==> src/logic/pis_map.vh <==
// Register offsets, field positions, reset values and filter timing of the input sampler.
`ifndef PIS_MAP_VH
`define PIS_MAP_VH

`define PIS_CLK_MHZ            125
`define PIS_T_SLOW_US          3000
`define PIS_T_FAST_US          100
`define PIS_T_NEAR_US          500
`define PIS_T_ZPH_US           50

`define PIS_OFS_CTRL           8'h00
`define PIS_OFS_ROLE           8'h04
`define PIS_OFS_CMD            8'h08
`define PIS_OFS_STATUS         8'h0C
`define PIS_OFS_SHARED         8'h10
`define PIS_OFS_RELAY          8'h14
`define PIS_OFS_RELAY_SEEN     8'h18
`define PIS_OFS_MPG_COUNT      8'h1C

`define PIS_CTRL_MANUAL        0
`define PIS_CTRL_RUNNING       1
`define PIS_CTRL_ZRN_ACTIVE    2
`define PIS_CTRL_END_STANDBY   3
`define PIS_CTRL_READY_STATE   4
`define PIS_CTRL_MPG_IN_USE    5
`define PIS_CTRL_INT_INSTR     6
`define PIS_CTRL_SINGLE_INT    7
`define PIS_CTRL_DUAL_INT      8
`define PIS_CTRL_W             9
`define PIS_CTRL_RESET         9'h001

`define PIS_CMD_BEFORE_DRIVE   0
`define PIS_CMD_AFTER_DRIVE    1
`define PIS_CMD_GENERAL_READ   2

`define PIS_STAT_CHECK_OK      11
`define PIS_STAT_DOG_SEEN      12

`define PIS_RESP_OKAY          2'h0
`define PIS_RESP_SLVERR        2'h2

`endif

==> src/logic/pis_sampler.v <==
// Input filtering and fetch-timing logic of the positioning unit, with its AXI4-Lite registers.
// Operation
// - Command, limit, drive-ready and in-position inputs pass a filter of about 3 ms.
// - Each shared pin gets a 3 ms filter as a general input and 0.1 ms as pulse or interrupt input.
// - Shared pins act as interrupt sources only on the two-axis variant.
// - The zero-phase marker is sampled only while running and after the near-point switch acted.
// - The near-point switch is read before a zero-return drive and watched during zero return.
// - In automatic mode while stopped, zero return and jog are accepted only in end standby.
// - In automatic mode while stopped, shared inputs are read with the pulse generator in use or in end standby.
// - In automatic mode while running, shared inputs are read only during interrupt-driven moves.
// - General inputs are read only when the referencing instruction executes in automatic mode.
// - Inputs given a dedicated function are monitored continuously in automatic mode.
// - Software command relays are monitored continuously in automatic mode.
// - General inputs used as ordinary inputs pass a filter of about 3 ms.
`timescale 1ns/1ps
`default_nettype none
`include "pis_map.vh"

module pis_sampler #(
   parameter        TWO_AXIS    = 1,
   parameter [19:0] SLOW_CYCLES = `PIS_T_SLOW_US * `PIS_CLK_MHZ,
   parameter [19:0] FAST_CYCLES = `PIS_T_FAST_US * `PIS_CLK_MHZ,
   parameter [19:0] NEAR_CYCLES = `PIS_T_NEAR_US * `PIS_CLK_MHZ,
   parameter [19:0] ZPH_CYCLES  = `PIS_T_ZPH_US * `PIS_CLK_MHZ
) (
   input  wire        CLK,
   input  wire        SYS_RST,
   input  wire        START,
   input  wire        STOP,
   input  wire        ZERO_RETURN_CMD,
   input  wire        JOG_FORWARD,
   input  wire        JOG_REVERSE,
   input  wire        FORWARD_LIMIT,
   input  wire        REVERSE_LIMIT,
   input  wire        DRIVE_READY,
   input  wire        DRIVE_IN_POSITION,
   input  wire        NEAR_POINT_SWITCH,
   input  wire        ZERO_PHASE_MARKER,
   input  wire [7:0]  SHARED_INPUTS,
   output reg  [7:0]  INTERRUPT_EVENT,
   input  wire [7:0]  S_AXI_AWADDR,
   input  wire        S_AXI_AWVALID,
   output reg         S_AXI_AWREADY,
   input  wire [31:0] S_AXI_WDATA,
   input  wire [3:0]  S_AXI_WSTRB,
   input  wire        S_AXI_WVALID,
   output reg         S_AXI_WREADY,
   output reg  [1:0]  S_AXI_BRESP,
   output reg         S_AXI_BVALID,
   input  wire        S_AXI_BREADY,
   input  wire [7:0]  S_AXI_ARADDR,
   input  wire        S_AXI_ARVALID,
   output reg         S_AXI_ARREADY,
   output reg  [31:0] S_AXI_RDATA,
   output reg  [1:0]  S_AXI_RRESP,
   output reg         S_AXI_RVALID,
   input  wire        S_AXI_RREADY
);

   localparam NCH      = 19;
   localparam CH_ZRN   = 2;
   localparam CH_FWD   = 3;
   localparam CH_RVS   = 4;
   localparam CH_LSF   = 5;
   localparam CH_LSR   = 6;
   localparam CH_RDY   = 7;
   localparam CH_INPOS = 8;
   localparam CH_DOG   = 9;
   localparam CH_ZPH   = 10;
   localparam CH_SH    = 11;
   localparam [1:0] CLS_SLOW = 2'h0;
   localparam [1:0] CLS_FAST = 2'h1;
   localparam [1:0] CLS_NEAR = 2'h2;
   localparam [1:0] CLS_ZPH  = 2'h3;

   function [19:0] filter_limit;
      input [1:0] cls;
      begin
         case (cls)
            CLS_FAST: filter_limit = FAST_CYCLES;
            CLS_NEAR: filter_limit = NEAR_CYCLES;
            CLS_ZPH:  filter_limit = ZPH_CYCLES;
            default:  filter_limit = SLOW_CYCLES;
         endcase
      end
   endfunction

   function [31:0] merge_word;
      input [31:0] old;
      input [31:0] data;
      input [3:0]  strb;
      integer      b;
      begin
         merge_word = old;
         for (b = 0; b < 4; b = b + 1) begin
            if (strb[b]) begin
               merge_word[b*8 +: 8] = data[b*8 +: 8];
            end
         end
      end
   endfunction

   reg  [`PIS_CTRL_W-1:0] ctrl;
   reg  [31:0]            role;
   reg  [7:0]             relay;
   reg  [7:0]             relay_seen;
   reg  [2:0]             cmd;
   reg  [10:0]            acc;
   reg                    check_ok;
   reg                    dog_seen;
   reg  [7:0]             shared_acc;
   reg  [7:0]             general_snap;
   reg  [7:0]             dedicated_mon;
   reg  [15:0]            mpg_count;
   reg  [NCH-1:0]         s1;
   reg  [NCH-1:0]         s2;
   reg  [NCH-1:0]         s3;
   reg  [NCH-1:0]         filt;
   reg  [NCH-1:0]         filt_d;
   reg  [19:0]            cnt [0:NCH-1];
   reg  [7:0]             aw_addr;
   reg                    aw_got;
   reg  [31:0]            w_data;
   reg  [3:0]             w_strb;
   reg                    w_got;
   reg  [31:0]            next_rdata;
   reg  [1:0]             next_rresp;
   reg  [1:0]             ch_cls [0:NCH-1];
   integer                i;
   integer                j;

   wire [NCH-1:0] raw = {SHARED_INPUTS, ZERO_PHASE_MARKER, NEAR_POINT_SWITCH, DRIVE_IN_POSITION,
                         DRIVE_READY, REVERSE_LIMIT, FORWARD_LIMIT, JOG_REVERSE, JOG_FORWARD,
                         ZERO_RETURN_CMD, STOP, START};
   wire       manual   = ctrl[`PIS_CTRL_MANUAL];
   wire       auto_m   = ~ctrl[`PIS_CTRL_MANUAL];
   wire       running  = ctrl[`PIS_CTRL_RUNNING];
   wire       stopped  = ~ctrl[`PIS_CTRL_RUNNING];
   wire       zrn_act  = ctrl[`PIS_CTRL_ZRN_ACTIVE];
   wire       end_sb   = ctrl[`PIS_CTRL_END_STANDBY];
   wire       mpg_use  = ctrl[`PIS_CTRL_MPG_IN_USE];
   wire       int_move = ctrl[`PIS_CTRL_INT_INSTR] | ctrl[`PIS_CTRL_SINGLE_INT] |
                         ctrl[`PIS_CTRL_DUAL_INT];
   wire [7:0] role_pulse = role[7:0];
   wire [7:0] role_int   = (TWO_AXIS != 0) ? role[15:8] : 8'h00;
   wire [7:0] role_ded   = role[23:16];
   wire [7:0] sh_filt    = filt[NCH-1:CH_SH];
   wire [7:0] sh_rise    = filt[NCH-1:CH_SH] & ~filt_d[NCH-1:CH_SH];
   wire       sh_read    = manual ? mpg_use :
                           (stopped ? (mpg_use | end_sb) : int_move);
   wire       do_write   = aw_got & w_got & ~S_AXI_BVALID;
   wire [31:0] ctrl_merged = merge_word({23'h000000, ctrl}, w_data, w_strb);

   always @* begin
      for (j = 0; j < CH_DOG; j = j + 1) begin
         ch_cls[j] = CLS_SLOW;
      end
      ch_cls[CH_DOG] = CLS_NEAR;
      ch_cls[CH_ZPH] = CLS_ZPH;
      for (j = 0; j < 8; j = j + 1) begin
         ch_cls[CH_SH+j] = (role_pulse[j] | role_int[j]) ? CLS_FAST : CLS_SLOW;
      end
   end

   // Three-stage synchroniser; a level counts once stages two and three agree and hold.
   always @(posedge CLK) begin
      if (SYS_RST) begin
         s1     <= {NCH{1'b0}};
         s2     <= {NCH{1'b0}};
         s3     <= {NCH{1'b0}};
         filt   <= {NCH{1'b0}};
         filt_d <= {NCH{1'b0}};
         for (i = 0; i < NCH; i = i + 1) begin
            cnt[i] <= 20'h00000;
         end
      end else begin
         s1     <= raw;
         s2     <= s1;
         s3     <= s2;
         filt_d <= filt;
         for (i = 0; i < NCH; i = i + 1) begin
            if (s2[i] != s3[i] || s3[i] == filt[i]) begin
               cnt[i] <= 20'h00000;
            end else if (cnt[i] + 20'h00001 >= filter_limit(ch_cls[i])) begin
               cnt[i]  <= 20'h00000;
               filt[i] <= s3[i];
            end else begin
               cnt[i] <= cnt[i] + 20'h00001;
            end
         end
      end
   end

   // Fetch timing of each input by mode and motor state.
   always @(posedge CLK) begin
      if (SYS_RST) begin
         acc             <= 11'h000;
         check_ok        <= 1'b0;
         dog_seen        <= 1'b0;
         shared_acc      <= 8'h00;
         general_snap    <= 8'h00;
         dedicated_mon   <= 8'h00;
         relay_seen      <= 8'h00;
         mpg_count       <= 16'h0000;
         INTERRUPT_EVENT <= 8'h00;
      end else begin
         acc[1] <= filt[1];
         if (auto_m & stopped & ctrl[`PIS_CTRL_READY_STATE]) begin
            acc[0] <= filt[0];
         end
         if ((manual & stopped) | (auto_m & stopped & end_sb)) begin
            acc[CH_ZRN] <= filt[CH_ZRN];
         end
         if (manual | (stopped & end_sb)) begin
            acc[CH_FWD] <= filt[CH_FWD];
            acc[CH_RVS] <= filt[CH_RVS];
         end
         if (running | (stopped & cmd[`PIS_CMD_BEFORE_DRIVE])) begin
            acc[CH_LSF] <= filt[CH_LSF];
            acc[CH_LSR] <= filt[CH_LSR];
            acc[CH_RDY] <= filt[CH_RDY];
         end
         if (stopped & cmd[`PIS_CMD_BEFORE_DRIVE]) begin
            check_ok <= filt[CH_RDY] & ~filt[CH_LSF] & ~filt[CH_LSR];
         end
         if (stopped & cmd[`PIS_CMD_AFTER_DRIVE]) begin
            acc[CH_INPOS] <= filt[CH_INPOS];
         end
         if ((stopped & cmd[`PIS_CMD_BEFORE_DRIVE]) | (running & zrn_act)) begin
            acc[CH_DOG] <= filt[CH_DOG];
         end
         if (stopped) begin
            dog_seen <= 1'b0;
         end else if (zrn_act & filt[CH_DOG]) begin
            dog_seen <= 1'b1;
         end
         if (running & dog_seen) begin
            acc[CH_ZPH] <= filt[CH_ZPH];
         end
         if (sh_read) begin
            shared_acc <= sh_filt;
         end
         if (auto_m & cmd[`PIS_CMD_GENERAL_READ]) begin
            general_snap <= sh_filt & ~role_pulse & ~role_int;
         end
         if (auto_m) begin
            dedicated_mon <= sh_filt & role_ded;
            relay_seen    <= relay;
         end
         if (sh_read & |(sh_rise & role_pulse)) begin
            mpg_count <= mpg_count + 16'h0001;
         end
         INTERRUPT_EVENT <= (auto_m & running & int_move) ? (sh_rise & role_int) : 8'h00;
      end
   end

   always @* begin
      next_rresp = `PIS_RESP_OKAY;
      next_rdata = 32'h00000000;
      case (S_AXI_ARADDR)
         `PIS_OFS_CTRL:       next_rdata = {23'h000000, ctrl};
         `PIS_OFS_ROLE:       next_rdata = role;
         `PIS_OFS_CMD:        next_rdata = 32'h00000000;
         `PIS_OFS_STATUS:     next_rdata = {19'h00000, dog_seen, check_ok, acc};
         `PIS_OFS_SHARED:     next_rdata = {8'h00, dedicated_mon, general_snap, shared_acc};
         `PIS_OFS_RELAY:      next_rdata = {24'h000000, relay};
         `PIS_OFS_RELAY_SEEN: next_rdata = {24'h000000, relay_seen};
         `PIS_OFS_MPG_COUNT:  next_rdata = {16'h0000, mpg_count};
         default:             next_rresp = `PIS_RESP_SLVERR;
      endcase
   end

   // AXI4-Lite slave: address and data are held separately, the write lands one edge later.
   always @(posedge CLK) begin
      if (SYS_RST) begin
         S_AXI_AWREADY <= 1'b0;
         S_AXI_WREADY  <= 1'b0;
         S_AXI_BVALID  <= 1'b0;
         S_AXI_BRESP   <= `PIS_RESP_OKAY;
         S_AXI_ARREADY <= 1'b0;
         S_AXI_RVALID  <= 1'b0;
         S_AXI_RDATA   <= 32'h00000000;
         S_AXI_RRESP   <= `PIS_RESP_OKAY;
         aw_got        <= 1'b0;
         w_got         <= 1'b0;
         aw_addr       <= 8'h00;
         w_data        <= 32'h00000000;
         w_strb        <= 4'h0;
         ctrl          <= `PIS_CTRL_RESET;
         role          <= 32'h00000000;
         relay         <= 8'h00;
         cmd           <= 3'h0;
      end else begin
         cmd <= 3'h0;
         if (S_AXI_AWVALID & S_AXI_AWREADY) begin
            aw_got        <= 1'b1;
            aw_addr       <= S_AXI_AWADDR;
            S_AXI_AWREADY <= 1'b0;
         end else begin
            S_AXI_AWREADY <= ~aw_got & ~S_AXI_BVALID & ~do_write;
         end
         if (S_AXI_WVALID & S_AXI_WREADY) begin
            w_got        <= 1'b1;
            w_data       <= S_AXI_WDATA;
            w_strb       <= S_AXI_WSTRB;
            S_AXI_WREADY <= 1'b0;
         end else begin
            S_AXI_WREADY <= ~w_got & ~S_AXI_BVALID & ~do_write;
         end
         if (do_write) begin
            aw_got       <= 1'b0;
            w_got        <= 1'b0;
            S_AXI_BVALID <= 1'b1;
            S_AXI_BRESP  <= `PIS_RESP_OKAY;
            case (aw_addr)
               `PIS_OFS_CTRL:  ctrl  <= ctrl_merged[`PIS_CTRL_W-1:0];
               `PIS_OFS_ROLE:  role  <= merge_word(role, w_data, w_strb);
               `PIS_OFS_CMD:   cmd   <= w_strb[0] ? w_data[2:0] : 3'h0;
               `PIS_OFS_RELAY: relay <= w_strb[0] ? w_data[7:0] : relay;
               `PIS_OFS_STATUS, `PIS_OFS_SHARED, `PIS_OFS_RELAY_SEEN,
               `PIS_OFS_MPG_COUNT: S_AXI_BRESP <= `PIS_RESP_OKAY;
               default:        S_AXI_BRESP <= `PIS_RESP_SLVERR;
            endcase
         end else if (S_AXI_BVALID & S_AXI_BREADY) begin
            S_AXI_BVALID <= 1'b0;
         end
         if (S_AXI_ARVALID & S_AXI_ARREADY) begin
            S_AXI_ARREADY <= 1'b0;
            S_AXI_RVALID  <= 1'b1;
            S_AXI_RDATA   <= next_rdata;
            S_AXI_RRESP   <= next_rresp;
         end else if (S_AXI_RVALID) begin
            if (S_AXI_RREADY) begin
               S_AXI_RVALID <= 1'b0;
            end
         end else begin
            S_AXI_ARREADY <= 1'b1;
         end
      end
   end

endmodule // pis_sampler
`default_nettype wire

==> config.mk <==
export PLATFORM = sky130hd
export DESIGN_NAME = pis_sampler
export DESIGN_NICKNAME = d
export VERILOG_FILES = /design/src/logic/pis_sampler.v
export VERILOG_INCLUDE_DIRS = /design/src /design/src/logic
export SDC_FILE = /design/constraint.sdc
export NUM_CORES = 1
export LEC_CHECK = 0
export ABC_AREA = 1
export BUFFER_PORTS_ARGS = -buffer_cell sky130_fd_sc_hd__buf_2
export CAP_MARGIN = 20
export CORE_ASPECT_RATIO = 0.8
export CORE_UTILIZATION = 30
export CTS_CLUSTER_DIAMETER = 60
export CTS_CLUSTER_SIZE = 40
export DETAILED_ROUTE_END_ITERATION = 16
export GPL_TIMING_DRIVEN = 0
export HOLD_SLACK_MARGIN = 0.08
export SLEW_MARGIN = 20
export SYNTH_ARGS = -nofsm -noshare
export SYNTH_HDL_FRONTEND = slang
export SYNTH_SLANG_ARGS = --single-unit
==> constraint.sdc <==
create_clock -name CLK -period 4.5 [get_ports CLK]
set_clock_uncertainty 0.1 [all_clocks]
set_input_delay 0.9 -clock CLK [delete_from_list [all_inputs] [get_ports CLK]]
set_output_delay 0.9 -clock CLK [all_outputs]
set_load 0.01 [all_outputs]
==> impl_metrics.yaml, run 1 <==
drt:
  wl_per_cell_um: 13.5
  drc_errors: 0
  vias: 31200
  drt_wl_total_mm: 94.1
  vias_per_cell: 4.46
  ant_nets: 0
  first_pass_iters: 7
  drt_iter0_drc: 2518
logic_synthesis:
  syn_inst: 4744
  yosysMostFrequentCell: "nand2_1"
  yosys_warnings: 0
  synth_seq_cells: 670
  synthesis.area_um2: 37000
  synth_top_cell_area_share: 0.308
  yosys.area.top_type: "edfxtp_1"
  ys_top_cells_by_count: "1,047 x nand2_1, 905 x nor2_1, 582 x inv_1, 380 x edfxtp_1, 290 x dfxtp_1"
  ys.flop_type: "edfxtp_1"
  syn_area_per_cell_um2: 7.80
  yosysSeqAreaShare: 0.465
  synth_area_leaders: "edfxtp_1 31%, dfxtp_1 16%, nand2_1 11%, nor2_1 9.2%, inv_1 5.9%"
  synth_cell_types: 66
  synth_edf_count: 380
  ys_async_sr_fraction: 0
placed_design:
  dp_worst_setup_slack_ns: 0.756
  hpwl_mm: 73.2
  port-buffer-count: 124
  gp_congestion: 0.915
grt:
  antenna_found_initial: 9
  grt.total_usage: 0.149
  grt_pass1_wl_mm: 151
  grt_pass1_vias: 28900
  grt_max_degree: 41
  gr-total-overflow: 0
worst_setup_path:
  path_max_fanout: 10
  crit_path_start_kind: "flop"
  cp-endpoint: "cnt[14][14]$_SDFFCE_PN0P_"
  rr_startpoint: "cnt[14][0]$_SDFFCE_PN0P_"
  r2r_slack_ns: 0.87
  reg2reg_depth: 18
  worst_ep_required_time_ns: 4.82
  regToRegEndpoint: "cnt[14][14]$_SDFFCE_PN0P_"
  cp-end-kind: "flop"
  worstPathArrival_ns: 3.95
  worst-setup-path-type: "flop to flop"
  worstSetupStartpoint: "cnt[14][0]$_SDFFCE_PN0P_"
clocking:
  ctsResizeCount: 0
  cts_root_buffer: "clkbuf_16"
  cts_setup_buffers: 0
  cts.sinks: 670
  htree_num_levels: 2
  cts_tree: "yes"
  clock_latency_ns: 0.71
  clk_pin_slew_ns: 0.14
  cts_buffers: 49
  cts-hold-fix-buffers: 0
  clock_path_buffers: 3
sta:
  period_minus_slack_ns: 3.63
  tightest_slew_ns: 1.10
  fin_crit_sh: 0.808
  finalHoldViolCount: 0
  setup_tns_ns: 0
  fmax_mhz: 275
  setup_viol: 0
  slew_viol_final: 0
  worst_slack_ns: 0.866
  rsz0062_at_grt: "no"
  relSlewSlack: 0.261
floorplan:
  die_y_um: 316
  num_rows: 114
  initial_core_util: 0.304
  core_um2: 122000
  fp.dieW_um: 395
  io_pins: 127
  die-area_um2: 125000
pwr:
  power.share.combinational: 0.071
  seqPwrFrac: 0.533
  power_switching_w: 0.00363
  power.density_nw_per_um2: 299
  ir_drop_uv: 300
  leakage_nw: 17.7
  clkPwrFrac: 0.396
  swShare: 0.282
  p_int_w: 0.00926
final_layout:
  diodes: 0
  drive_gt1_frac: 0.0838
  areaGrowthSynthToFinish_pct: 16.5
  multi_input_area_um2: 18600
  fill_cells: 12900
  ff_latch_area_um2: 17200
  nets: 5485
min_path:
  hp-class: "flop to flop"
run:
  max_cap_viol_count: 0
status:
  status: "completed"
## layout by cell type, fill, tap and decap left out, types with 14 or more instances in the layout
master and count:
buf_2 129, nand4_4 18, o21ai_0 188, conb_1 410
edfxtp_1 380, xor2_1 115, nand2_2 25, nand3_2 14
o21bai_1 19, clkbuf_1 54, ha_1 80, inv_1 582
nor2_1 905, buf_6 19, nor2_2 80, nand4_1 65
xnor2_1 65, a21oi_1 206, clkbuf_16 49, dfxtp_1 290
nor2_4 17, nand2_1 1047, nor3_1 98, nand3_1 263
nand3b_1 49
## area by class of cell
cell class | count | share of cell area
plain buffers | 88 | 0.0117
well taps | 1624 | 0.0471
flip-flops and latches | 670 | 0.399
multi-input cells | 3793 | 0.431
clock buffers | 51 | 0.0288
clock inverters | 41 | 0.0155
repair buffers | 124 | 0.0144
inverters | 601 | 0.0524
## routing by layer
metal  GRT usage  wire length [um]
met2       0.220             37800
met5           0                13
met1       0.221             47600
met3      0.0288              6400
met4      0.0381              2280
## worst max-delay path, cell delays in order (launching register included)
cell,delay [ns]
edfxtp_1,0.52
ha_1,0.25
nand2_2,0.10
nor2_4,0.18
nand2_2,0.11
nor2_2,0.11
nand2_1,0.09
or4_1,0.42
xor2_1,0.23
inv_1,0.07
ha_1,0.29
nand2_1,0.05
nor2_1,0.12
nand2_1,0.07
nor2_1,0.10
nand2_1,0.13
nand4_4,0.17
buf_6,0.19
nor2_1,0.05
## worst min-delay path by stage
stage / start / endpoint / slack, ns / cells after the start
2_1_floorplan: s1[0]$_SDFF_PP0_ / s2[0]$_SDFF_PP0_ / 0.29 / 2
3_3_place_gp: s1[1]$_SDFF_PP0_ / s2[1]$_SDFF_PP0_ / 0.30 / 2
3_5_place_dp: s1[10]$_SDFF_PP0_ / s2[10]$_SDFF_PP0_ / 0.29 / 2
4_1_cts: S_AXI_RREADY / S_AXI_RVALID$_SDFF_PP0_ / 0.24 / 2
5_1_grt: S_AXI_RREADY / S_AXI_RVALID$_SDFF_PP0_ / 0.27 / 2
6_report: s1[16]$_SDFF_PP0_ / s2[16]$_SDFF_PP0_ / 0.27 / 2
## per-stage QoR
stage               instances  hold WS, ns  total power [W]  utilization  instance area, um^2
detailed placement       6900        0.294          0.00791        0.339                41200
floorplan                5152        0.288          0.00760            -                38500
finish                   6992        0.273           0.0129        0.355                43100
CTS                      6992        0.240           0.0131        0.355                43100
global placement         6900        0.296          0.00789        0.339                41200
global route             6992        0.270           0.0135        0.355                43100
## kinds of logic (layout without fill, tap and decap cells)
logic type / after synthesis / count (layout) / synth area share
buf+inv: 689 / 905 / 0.0746
fa+ha+maj: 80 / 80 / 0.0271
compound gates: 493 / 493 / 0.0746
other cells: 2 / 410 / 0.000203
xor+xnor: 181 / 181 / 0.0430
flops: 670 / 670 / 0.465
simple gates: 2629 / 2629 / 0.315
## state kept, by name, summed over array words and instances, names as in the netlist, 10 cells and up
signal,count
S_AXI_RDATA,32
cnt,380
filt,19
s1,19
role,32
mpg_count,16
s3,19
acc,10
w_data,32
s2,19
## power groups by stage
stage | Sequential, W | Combinational (W) | Clock (W)
floorplan | 0.00695 | 0.000648 | 0
global placement | 0.00700 | 0.000889 | 0
detailed placement | 0.00701 | 0.000897 | 0
CTS | 0.00687 | 0.000902 | 0.00528
global route | 0.00691 | 0.00104 | 0.00551
finish | 0.00687 | 0.000910 | 0.00511
Power figures use the tool's default switching activity.
==> run 2, diff against run 1 <==
clock period = 3.05 ns   (was 4.5 ns; I/O delays follow)
==> run 2 against run 1 <==
The run now ends with negative setup slack left. Core utilization up 1.5 points. Register-to-register slack worse by 0.96 ns. Cell area is 4.1% higher. Via count increased by 1.9%. Wire length grew 2.5%. Critical endpoint is now cnt[14][16]$_SDFFCE_PN0P_. Largest power group unchanged.
==> impl_metrics.yaml, run 2 (same netlist as run 1, synthesis figures left out) <==
placed_design:
  port-buffer-count: 124
  hpwl_mm: 73.7
  post_dp_cell_area_um2: 41200
  dpl.cell_count: 6903
  gp_congestion: 0.925
  dp_worst_setup_slack_ns: -0.509
final_layout:
  regMostFlops: "cnt"
  nets: 5575
  finalNonFillerCells: 7081
  largest_reg_flops: 380
  ff_latch_area_um2: 17200
  final_common_cell: "nand2_1"
  multi_input_area_um2: 19300
  areaGrowthSynthToFinish_pct: 21.4
  final_cell_mix: "1,026 x nand2_1, 823 x nor2_1, 577 x inv_1"
  fill_cells: 12700
  drive_gt1_frac: 0.124
  design_area_um2: 44900
floorplan:
  num_rows: 114
  fp.dieW_um: 395
  io_pins: 127
  core_um2: 122000
  die-area_um2: 125000
  initial_core_util: 0.304
  die_y_um: 316
worst_setup_path:
  path_max_fanout: 5
  worst_ep_required_time_ns: 3.36
  cp-end-kind: "flop"
  worst-setup-path-type: "flop to flop"
  reg2reg_depth: 18
  crit_path_start_kind: "flop"
  worstPathArrival_ns: 3.46
  r2r_slack_ns: -0.1
status:
  failed_checks: "negative setup slack"
  status: "finished with violations"
grt:
  grt_pass1_vias: 29100
  antenna_found_initial: 3
  gr-total-overflow: 0
  grt_max_degree: 41
  grt_pass1_wl_mm: 152
  grt.total_usage: 0.150
sta:
  rsz0062_at_grt: "yes"
  setup_tns_ns: -1.86
  relSlewSlack: 0.249
  period_minus_slack_ns: 3.15
  slew_viol_final: 0
  tightest_slew_ns: 1.12
  worst_slack_ns: -0.0958
  fin_crit_sh: 1.03
  finalHoldViolCount: 0
  fmax_mhz: 318
  setup_viol: 37
clocking:
  cts.sinks: 670
  cts_tree: "yes"
  cts_buffers: 46
  htree_num_levels: 2
  cts_root_buffer: "clkbuf_16"
  clock_latency_ns: 0.69
  clk_pin_slew_ns: 0.12
  clock_path_buffers: 3
drt:
  drt_iter0_drc: 2370
  vias_per_cell: 4.49
  ant_nets: 0
  first_pass_iters: 5
  vias: 31800
  drt_wl_total_mm: 96.5
  drc_errors: 0
  wl_per_cell_um: 13.6
run:
  max_cap_viol_count: 0
pwr:
  leakage_nw: 18.4
  power.density_nw_per_um2: 429
  ir_drop_uv: 498
  p_total_w: 0.0193
min_path:
  hp-class: "input pin to flop"
  holdPathStages: 3
## run 2: cell type report
cell class,instances,share of cell area
timing repair buffer,217,0.0354
buffer,88,0.0118
clock buffer,50,0.0276
inverter,601,0.0503
multi-input combinational,3793,0.431
sequential,670,0.383
tap,1624,0.0452
clock inverter,35,0.0155
antenna,3,0.000167
## run 2: repair_timing
| action | CTS | global route |
|---|---|---|
| resized for setup | 31 | 191 |
| hold buffers | 16 | 0 |
| setup buffers | 36 | 29 |
| gates cloned | 3 | 7 |
| hold endpoints to repair | 16 | 0 |
| pin swaps | 16 | 62 |
| setup endpoints to repair | 129 | 158 |
## run 2: layer usage
layer,share of wire,global-route usage
met3,0.055,0.0196
met1,0.51,0.228
met4,0.020,0.0348
met5,0.00013,0
met2,0.41,0.223
## run 2: worst paths after layout
path | start | to
setup / recovery | cnt[14][0]$_SDFFCE_PN0P_ | cnt[14][16]$_SDFFCE_PN0P_
hold / removal | S_AXI_WDATA[29] | w_data[29]$_SDFFE_PP0P_
setup reg to reg | cnt[14][0]$_SDFFCE_PN0P_ | cnt[14][16]$_SDFFCE_PN0P_
hold reg to reg | s1[2]$_SDFF_PP0_ | s2[2]$_SDFF_PP0_
## run 2: report_power, final
group          switching [W]  total (W)  internal (W)
Sequential          0.000279     0.0101       0.00986
Combinational       0.000986    0.00147      0.000483
Clock                0.00419    0.00767       0.00348
Total                0.00545     0.0193        0.0138
## run 2: metrics by stage
stage | utilization | hold WS [ns]
after CTS | 0.361 | 0.0815
after global placement | 0.339 | 0.292
final | 0.370 | 0.117
after floorplan | - | 0.288
after detailed placement | 0.339 | 0.295
after global routing | 0.369 | 0.104
## run 2: critical path, stage by stage (launching register included)
cell	delay, ns
edfxtp_1	0.40
ha_2	0.20
nand2_2	0.08
nor2_4	0.12
nand2_4	0.06
nor2_4	0.09
nand2_2	0.07
or4_4	0.45
xor2_2	0.22
inv_2	0.07
ha_4	0.27
nand2_2	0.05
nor2_2	0.09
nand2_1	0.05
nor2_1	0.11
nand2_2	0.10
nand4_4	0.14
clkbuf_16	0.18
nor2_2	0.03
